==> src/verilog/adc_port_pkg.sv <==
// Constants and types for the serial converter control port
// Behaviour
// - A falling chip select clears counters and control state and opens the serial pins.
// - A rising chip select stops the block from taking serial data or clock edges.
// - The first four rising clock edges shift in a command nibble, first input bit first.
// - The next four rising edges shift in four configuration bits, eight bits in all.
// - The channel address takes effect once the fourth rising edge has passed.
// - The result output floats while chip select is high and is driven while low.
// - On selection the first result bit, MSB or LSB per bit order, is driven at once.
// - Each later falling clock edge drives the next of the remaining 11 result bits.
// - Sampling starts at the fourth falling edge and lasts to the frame's last one.
// - At the last falling edge the conversion passes to the internal controller.
// - The end-of-conversion flag goes low after the frame's last falling edge.
// - The flag stays low until the result is ready, then returns high.
package adc_port_pkg;

    //--------------------------------------------------------------
    // Frame geometry
    //--------------------------------------------------------------
    localparam int unsigned RESULT_BITS    = 12;
    localparam int unsigned NIBBLE_BITS    = 4;
    localparam int unsigned CONFIG_BITS    = 4;
    localparam logic [4:0]  ADDR_EDGE      = 5'h04;
    localparam logic [4:0]  SAMPLE_EDGE    = 5'h04;
    localparam logic [4:0]  LAST_FALL_EDGE = 5'h0C;
    localparam logic [4:0]  INPUT_EDGES    = 5'h08;

    //--------------------------------------------------------------
    // Conversion timing
    //--------------------------------------------------------------
    localparam int unsigned CLK_PERIOD_PS  = 4000;
    localparam int unsigned CONV_TIME_NS   = 2000;
    localparam int unsigned CONV_CYCLES    =
        (CONV_TIME_NS * 1000 + CLK_PERIOD_PS - 1) / CLK_PERIOD_PS;
    localparam logic [9:0]  CONV_CYCLES_W  = CONV_CYCLES[9:0];

    //--------------------------------------------------------------
    // Reset values and configuration bit index
    //--------------------------------------------------------------
    localparam logic [11:0] RESULT_RESET   = 12'h0000;
    localparam logic [3:0]  NIBBLE_RESET   = 4'h0;
    localparam logic [3:0]  CONFIG_RESET   = 4'h0;
    localparam int unsigned CFG_LSB_FIRST  = 1;

    typedef enum logic [1:0] {
        IDLE_ST    = 2'b00,
        FRAME_ST   = 2'b01,
        CONVERT_ST = 2'b10
    } conv_state_type;

endpackage : adc_port_pkg

==> src/verilog/sar_engine.sv <==
// Internal conversion controller that runs on the block clock alone
`timescale 1ns/1ps
`default_nettype none
module sar_engine (
    input  wire logic        ref_clk,
    input  wire logic        rst_b,
    input  wire logic        start,
    input  wire logic [11:0] sampleIn,
    output logic             busy,
    output logic             done,
    output logic [11:0]      result
);
    logic [9:0] cntReg;

    //--------------------------------------------------------------
    // Conversion timer
    //--------------------------------------------------------------
    // Fixed conversion length, independent of the serial clock
    always_ff @(posedge ref_clk) begin
        done <= 1'b0;
        if (!rst_b) begin
            cntReg <= 10'h000;
            busy   <= 1'b0;
            result <= adc_port_pkg::RESULT_RESET;
        end else if (start) begin
            cntReg <= adc_port_pkg::CONV_CYCLES_W;
            busy   <= 1'b1;
        end else if (busy) begin
            if (cntReg == 10'h001) begin
                busy   <= 1'b0;
                done   <= 1'b1;
                result <= sampleIn;
            end
            cntReg <= cntReg - 10'h001;
        end
    end
endmodule : sar_engine
`default_nettype wire

==> src/verilog/serial_adc_port_control.sv <==
// Serial command and result port of the multi-channel converter
`timescale 1ns/1ps
`default_nettype none
module serial_adc_port_control (
    input  wire logic        ref_clk,
    input  wire logic        rst_b,
    input  wire logic        chipSel_b,
    input  wire logic        serClk,
    input  wire logic        serDataIn,
    input  wire logic [11:0] analogCode,
    output logic             serDataOut,
    output logic             serDataOutEn_b,
    output logic             convDone,
    output logic [3:0]       channelAddr,
    output logic             sampling,
    output logic [3:0]       configBits
);

    //--------------------------------------------------------------
    // Pin synchronisers
    //--------------------------------------------------------------
    logic [1:0] csSync;
    logic [1:0] clkSync;
    logic [1:0] dinSync;
    logic       csPrev;
    logic       clkPrev;

    // Two flops each; only the second flop feeds logic
    always_ff @(posedge ref_clk) begin
        if (!rst_b) begin
            csSync  <= 2'b11;
            clkSync <= 2'b00;
            dinSync <= 2'b00;
            csPrev  <= 1'b1;
            clkPrev <= 1'b0;
        end else begin
            csSync  <= {csSync[0], chipSel_b};
            clkSync <= {clkSync[0], serClk};
            dinSync <= {dinSync[0], serDataIn};
            csPrev  <= csSync[1];
            clkPrev <= clkSync[1];
        end
    end

    logic csFall;
    logic csRise;
    logic selected;
    logic sclkRise;
    logic sclkFall;
    assign csFall   = csPrev & ~csSync[1];
    assign csRise   = ~csPrev & csSync[1];
    assign selected = ~csSync[1];
    // Clock edges ignored while deselected
    assign sclkRise = selected & ~clkPrev & clkSync[1];
    assign sclkFall = selected & clkPrev & ~clkSync[1];

    //--------------------------------------------------------------
    // Edge counters
    //--------------------------------------------------------------
    logic [4:0] riseCnt_reg;
    logic [4:0] fallCnt_reg;

    // Cleared by selection so a torn frame cannot leak into the next
    always_ff @(posedge ref_clk) begin
        if (!rst_b || csFall) begin
            riseCnt_reg <= 5'h00;
            fallCnt_reg <= 5'h00;
        end else begin
            if (sclkRise && riseCnt_reg != 5'h1F)
                riseCnt_reg <= riseCnt_reg + 5'h01;
            if (sclkFall && fallCnt_reg != 5'h1F)
                fallCnt_reg <= fallCnt_reg + 5'h01;
        end
    end

    //--------------------------------------------------------------
    // Input shift: command nibble then configuration
    //--------------------------------------------------------------
    logic [3:0] command_nibble_reg;
    logic [3:0] cfgShift_reg;

    always_ff @(posedge ref_clk) begin
        if (!rst_b) begin
            command_nibble_reg <= adc_port_pkg::NIBBLE_RESET;
            cfgShift_reg       <= adc_port_pkg::CONFIG_RESET;
        end else if (csFall) begin
            command_nibble_reg <= adc_port_pkg::NIBBLE_RESET;
        end else if (sclkRise) begin
            // first_input_bit arrives first and ends in the top bit
            if (riseCnt_reg < adc_port_pkg::ADDR_EDGE)
                command_nibble_reg <= {command_nibble_reg[2:0],
                                       dinSync[1]};
            else if (riseCnt_reg < adc_port_pkg::INPUT_EDGES)
                cfgShift_reg <= {cfgShift_reg[2:0], dinSync[1]};
        end
    end

    // Address published only after the fourth rising edge
    always_ff @(posedge ref_clk) begin
        if (!rst_b) begin
            channelAddr <= adc_port_pkg::NIBBLE_RESET;
            configBits  <= adc_port_pkg::CONFIG_RESET;
        end else begin
            if (riseCnt_reg == adc_port_pkg::ADDR_EDGE)
                channelAddr <= command_nibble_reg;
            if (riseCnt_reg == adc_port_pkg::INPUT_EDGES)
                configBits <= cfgShift_reg;
        end
    end

    //--------------------------------------------------------------
    // Frame state and conversion hand-off
    //--------------------------------------------------------------
    adc_port_pkg::conv_state_type state_reg;
    logic           engBusy;
    logic           engDone;
    logic [11:0]    engResult;
    logic           startConv;
    logic           lastFall;

    assign lastFall  = sclkFall &&
        (fallCnt_reg == adc_port_pkg::LAST_FALL_EDGE - 5'h01);
    assign startConv = lastFall &&
        state_reg == adc_port_pkg::FRAME_ST;

    always_ff @(posedge ref_clk) begin
        if (!rst_b) begin
            state_reg <= adc_port_pkg::IDLE_ST;
        end else begin
            case (state_reg)
                adc_port_pkg::IDLE_ST: begin
                    if (csFall)
                        state_reg <= adc_port_pkg::FRAME_ST;
                end
                adc_port_pkg::FRAME_ST: begin
                    if (startConv)
                        state_reg <= adc_port_pkg::CONVERT_ST;
                    else if (csRise)
                        state_reg <= adc_port_pkg::IDLE_ST;
                end
                adc_port_pkg::CONVERT_ST: begin
                    if (engDone)
                        state_reg <= adc_port_pkg::IDLE_ST;
                end
                default: state_reg <= adc_port_pkg::IDLE_ST;
            endcase
        end
    end

    sar_engine u_engine (
        .ref_clk  (ref_clk),
        .rst_b    (rst_b),
        .start    (startConv),
        .sampleIn (analogCode),
        .busy     (engBusy),
        .done     (engDone),
        .result   (engResult)
    );

    // Sample window from fourth falling edge to the last one
    always_ff @(posedge ref_clk) begin
        if (!rst_b || csFall || startConv || csRise)
            sampling <= 1'b0;
        else if (sclkFall &&
                 fallCnt_reg == adc_port_pkg::SAMPLE_EDGE - 5'h01)
            sampling <= 1'b1;
    end

    // Low from frame end until the result is latched
    always_ff @(posedge ref_clk) begin
        if (!rst_b)
            convDone <= 1'b1;
        else if (startConv)
            convDone <= 1'b0;
        else if (engDone)
            convDone <= 1'b1;
    end

    //--------------------------------------------------------------
    // Result output shifter
    //--------------------------------------------------------------
    logic [11:0] outShift_reg;
    logic        lsbFirst;
    assign lsbFirst = configBits[adc_port_pkg::CFG_LSB_FIRST];

    // Bit order chosen from the last frame's configuration
    function automatic logic [11:0] orderBits(input logic [11:0] v,
                                              input logic lsb);
        logic [11:0] r;
        r = v;
        if (lsb)
            r = {<<{v}};
        return r;
    endfunction : orderBits

    // Result in send order; a function result cannot be bit-selected
    logic [11:0] firstWord;
    assign firstWord = orderBits(engResult, lsbFirst);

    always_ff @(posedge ref_clk) begin
        if (!rst_b) begin
            outShift_reg <= adc_port_pkg::RESULT_RESET;
            serDataOut   <= 1'b0;
        end else if (csFall) begin
            outShift_reg <= firstWord;
            serDataOut   <= firstWord[11];
        end else if (sclkFall &&
                     fallCnt_reg < adc_port_pkg::LAST_FALL_EDGE - 5'h01) begin
            outShift_reg <= {outShift_reg[10:0], 1'b0};
            serDataOut   <= outShift_reg[10];
        end
    end

    // Enable follows the synchronised select level
    always_ff @(posedge ref_clk) begin
        if (!rst_b)
            serDataOutEn_b <= 1'b1;
        else
            serDataOutEn_b <= csSync[1];
    end

    //--------------------------------------------------------------
    // Checks
    //--------------------------------------------------------------
    chk_out_float: assert property (@(posedge ref_clk) disable iff (!rst_b)
        csSync[1] |=> serDataOutEn_b)
        else $error("output driven while deselected");
    chk_out_drive: assert property (@(posedge ref_clk) disable iff (!rst_b)
        !csSync[1] |=> !serDataOutEn_b)
        else $error("output floating while selected");
    chk_first_bit: assert property (@(posedge ref_clk) disable iff (!rst_b)
        csFall |=> serDataOut == outShift_reg[11])
        else $error("first result bit wrong");
    chk_shift_next: assert property (@(posedge ref_clk) disable iff (!rst_b)
        (sclkFall && !csFall && fallCnt_reg < 5'h0B)
        |=> serDataOut == $past(outShift_reg[10]))
        else $error("result bit not advanced");
    chk_eoc_fall: assert property (@(posedge ref_clk) disable iff (!rst_b)
        startConv |=> !convDone)
        else $error("flag did not fall");
    chk_eoc_hold: assert property (@(posedge ref_clk) disable iff (!rst_b)
        startConv |=> !convDone [*8])
        else $error("flag rose too early");
    chk_eoc_rise: assert property (@(posedge ref_clk) disable iff (!rst_b)
        engDone |=> convDone)
        else $error("flag not restored");
    chk_addr_late: assert property (@(posedge ref_clk) disable iff (!rst_b)
        (riseCnt_reg == 5'h04) |=> channelAddr == $past(command_nibble_reg))
        else $error("address not applied");
    chk_sample_win: assert property (@(posedge ref_clk) disable iff (!rst_b)
        (sclkFall && fallCnt_reg == 5'h03 && !csFall) |=> sampling)
        else $error("sampling not started");
    chk_cnt_clear: assert property (@(posedge ref_clk) disable iff (!rst_b)
        csFall |=> riseCnt_reg == 5'h00 && fallCnt_reg == 5'h00)
        else $error("counters not cleared");
    chk_deselect: assert property (@(posedge ref_clk) disable iff (!rst_b)
        csSync[1] && !csRise |=> $stable(riseCnt_reg))
        else $error("edge counted while deselected");

    chk_cmd_shift: assert property (@(posedge ref_clk) disable iff (!rst_b)
        (sclkRise && !csFall && riseCnt_reg < 5'h04)
        |=> command_nibble_reg[0] == $past(dinSync[1]))
        else $error("command bit not shifted in");
    chk_cfg_load: assert property (@(posedge ref_clk) disable iff (!rst_b)
        (riseCnt_reg == 5'h08) |=> configBits == $past(cfgShift_reg))
        else $error("configuration not applied");
    chk_conv_start: assert property (@(posedge ref_clk) disable iff (!rst_b)
        startConv |=> engBusy && !sampling)
        else $error("conversion not handed off");

    cov_frame: cover property (@(posedge ref_clk) startConv);
    cov_done: cover property (@(posedge ref_clk) engDone);
    cov_lsb: cover property (@(posedge ref_clk) csFall && lsbFirst);
    cov_abort: cover property (@(posedge ref_clk)
        csRise && state_reg == adc_port_pkg::FRAME_ST);
endmodule : serial_adc_port_control
`default_nettype wire

==> config.mk <==
export PLATFORM = sky130hd
export DESIGN_NAME = serial_adc_port_control
export DESIGN_NICKNAME = d
export VERILOG_FILES = /design/src/verilog/adc_port_pkg.sv /design/src/verilog/sar_engine.sv /design/src/verilog/serial_adc_port_control.sv
export SDC_FILE = /design/constraint.sdc
export NUM_CORES = 1
export LEC_CHECK = 0
export BUFFER_PORTS_ARGS = -buffer_cell sky130_fd_sc_hd__clkbuf_2
export CAP_MARGIN = 10
export CORE_MARGIN = 2
export CORE_UTILIZATION = 52
export CTS_CLUSTER_SIZE = 40
export DETAILED_ROUTE_END_ITERATION = 8
export PLACE_DENSITY = 0.69
export SLEW_MARGIN = 20
export SYNTH_ARGS = -nofsm -noshare
export SYNTH_HDL_FRONTEND = slang
export SYNTH_SLANG_ARGS = --single-unit
==> constraint.sdc <==
create_clock -name ref_clk -period 2.8 [get_ports ref_clk]
set_input_delay 0.42 -clock ref_clk [delete_from_list [all_inputs] [get_ports ref_clk]]
set_output_delay 0.42 -clock ref_clk [all_outputs]
set_load 0.02 [all_outputs]
==> key figures <==
Route
  – Mean routed wirelength per cell: around 14 um
  – Post-route ant nets: 0
  – Vias/cell: between 5 and 6
  – Vias: around 2400
  – Initial DRT Pass Iterations: 4
  – WL met2: 2.88 mm
  – Met1 WL: 3.06 mm
  – Routed wl met3: 194 um
  – Final WL: 6.20 mm
  – DRC viols: 0
  – Top layer in use: met4
  – DR iter-0 viols: 66

Power
  – VDD IR max: 581 uV
  – PD cells: 566 nW/um2
  – P_leak: ~1.4 nW
  – Total power: a little over 2 mW

Die
  – # rows: 28
  – Chip Height: around 83 um
  – Core ar.: a little under 6000 um2
  – Starting density of the core: 54.1%
  – Chip width: 82.7 um
  – I/O Pins: 29
  – Die Area: 6840 um2

Global routing
  – Number of global-route vias before repair: 2209
  – First-pass GRT wire length: 10.3 mm
  – Initial antenna violation count: 0
  – Largest net degree at the start of global routing: 36
  – Global route overflow: 0
  – All-layer global routing usage: 20.0%

Placed design
  – Placed insts: 430
  – IO buf count: 28
  – Dpl ws: 0.701 ns
  – HPWL after detailed placement: between 4 and 5 mm
  – GPL Wtd Cong: 0.812

Clock tree
  – CTS resizes: 0
  – H-tree levels: 3
  – CTS Sinks: 74
  – CTS Hold Buffers Added: 0
  – Reg clk slew, reported paths: 0.08 ns
  – Max Buffers Root-to-Sink: 2
  – Root Driver: clkbuf_8
  – Cts bufs inserted: 9
  – Worst skew pair latency: 0.35 ns
  – Post-CTS Setup Bufs: 0
  – CTS tree: done

Worst setup path
  – Slowest CP cell: or4_4
  – CP Class: flip-flop to flip-flop
  – CP peak stage delay: 0.69 ns
  – Critical path cell sequence: or4b_4, or4_4, nand2_1, a211oi_1
  – Worst setup SP type: flip-flop
  – R2r startpoint: csSync[1]$_SDFF_PN1_
  – Crit path DAT: 2.32 ns
  – CP required: slightly above 3 ns
  – Critical path endpoint category: flip-flop
  – Crit path from: csSync[1]$_SDFF_PN1_
  – Critical path fanouts, max: 21

STA
  – Post-route setup TNS: 0 ns
  – Worst Skew: 0.0129 ns
  – Final worst setup slack: 0.704 ns
  – Slew headroom: 50.2%
  – Max-slew violations: 0
  – Hold Violations, Final: 0
  – Unrepaired setup endpoints after global routing: no
  – Worst Tran Pin Value: ~0.75 ns
  – Final Cycle Share: 74.9%
  – FMAX: 477 MHz
  – Final Setup Violations: 0
  – Tmin final: between 2 and 2.5 ns

Logic synthesis
  – Synth top area share: 46.0%
  – Synth Flop Type: dfxtp_1
  – Area contributors post-synth: dfxtp_1 46%, mux2i_1 13%, nor2_1 4.4%, nand2_1 3.5%, a21oi_1 3.3%
  – Flops & latches, synth: 74
  – Syn Nets: 368
  – Mean Syn Cell Area: 9.36 um2
  – Post-synthesis sequential area ratio: 46.0%
  – Post-synth EDFFs: 0
  – Synth Warn #: 0
  – Async S/R FF share, synth: 0%
  – Yosys top cell by area: dfxtp_1
  – Mapped Area: approximately 3200 um2
  – Cells after Synth: around 340
  – Library cells used by synthesis: 40

Final layout
  – Diode count: 0
  – Filler cells: 530
  – Area growth from synthesis to layout: 11.9%
  – Post-route insts no fill: ~450
  – Nets@finish: about 400
  – Area occupied by registers: 1480 um2
  – Largest register FFs: 12
  – Final Core Density: 60.5%
  – Share of layout cells above drive strength 1: 15.9%
  – Footprint of the multi-input gates: approximately 1600 um2

Job
  – Max-cap viol count: 0

Status
  – Status: finished, final reports clean

Hold path
  – Hold Crit Class: input port to flip-flop
  – Min-delay src: chipSel_b
## cell usage after synthesis, types with 2 or more instances
| cell | n |
|---|---|
| clkbuf_1 | 14 |
| or3b_2 | 2 |
| nand3_1 | 16 |
| o21ai_1 | 3 |
| or3_1 | 2 |
| nor4b_2 | 2 |
| o21ai_0 | 10 |
| nor4_1 | 3 |
| mux2i_1 | 43 |
| nor3_1 | 4 |
| nand2_1 | 30 |
| xnor2_1 | 5 |
| nand2b_1 | 6 |
| nand4_1 | 3 |
| o211ai_1 | 11 |
| xor2_1 | 10 |
| a21oi_1 | 21 |
| and3_1 | 2 |
| nor2_1 | 38 |
| buf_1 | 3 |
| buf_6 | 3 |
| inv_1 | 8 |
| and2_1 | 6 |
| buf_2 | 2 |
| ha_1 | 7 |
| nor2b_1 | 3 |
| dfxtp_1 | 74 |
## worst paths after layout
check | to | slack (ns) | cells after the start
setup / recovery | u_engine.cntReg[1]$_SDFFE_PP0P_ | 0.70 | 4
hold / removal | csSync[0]$_SDFF_PN1_ | 0.26 | 2
setup reg to reg | u_engine.cntReg[1]$_SDFFE_PP0P_ | 0.70 | 4
hold reg to reg | csSync[1]$_SDFF_PN1_ | 0.45 | 1
## power by group
group,switching (mW),internal (mW),total (mW)
Sequential,0.00569,1.06,1.07
Clock,0.404,0.505,0.909
Combinational,0.0404,0.0263,0.0667
Total,0.450,1.59,2.04
## metrics by stage
step                hold WS [ns]  area, um2
floorplan                  0.386       3220
global placement           0.423       3380
detailed placement         0.423       3380
CTS                        0.249       3600
global route               0.247       3600
finish                     0.260       3600
## critical path: cells and delay by family, from the launching register on
kind | cells | cell delay (ns)
AO/OA/AOI/OAI | 1 | 0.08
flip-flops | 1 | 0.38
AND/OR/NAND/NOR | 3 | 1.51
## layout by cell type (no fill, tap or decap), types with 4 or more instances in the layout
| master | n |
|---|---|
| a21oi_1 | 21 |
| dfxtp_1 | 74 |
| nand3_1 | 16 |
| buf_4 | 5 |
| nor3_1 | 4 |
| o211ai_1 | 11 |
| ha_1 | 7 |
| xor2_1 | 10 |
| clkbuf_8 | 9 |
| nor2_1 | 37 |
| mux2i_1 | 43 |
| nand2_1 | 30 |
| xnor2_1 | 5 |
| clkbuf_2 | 28 |
| nand2b_1 | 6 |
| o21ai_0 | 10 |
| and2_1 | 6 |
| inv_1 | 8 |
## metal layers
| layer | GRT usage [%] | vias to the layer above |
|---|---|---|
| met3 | 6.74 | 7 |
| met1 | 26.1 | 1090 |
| met2 | 30.6 | 28 |
| li1 | - | 1235 |
| met5 | 0 | - |
| met4 | 7.21 | 0 |
## area by class of cell
cell class | instances | area share, %
repair buffers | 33 | 4.93
inverters | 8 | 0.833
clock buffers | 10 | 3.54
multi-input cells | 240 | 44.5
well taps | 75 | 2.60
clock inverters | 6 | 2.50
flip-flops and latches | 74 | 41.1
## logic make-up (layout without fill, tap and decap cells)
kind of cell / after synthesis / after routing / synth area share (%)
compound gates: 49 / 49 / 9.17
xor+xnor: 15 / 15 / 4.08
fa+ha+maj: 7 / 7 / 2.72
buf+inv: 30 / 57 / 4.27
flops: 74 / 74 / 46.0
mux: 43 / 43 / 13.4
simple gates: 126 / 126 / 20.4
(Power assumes the default switching activity.)
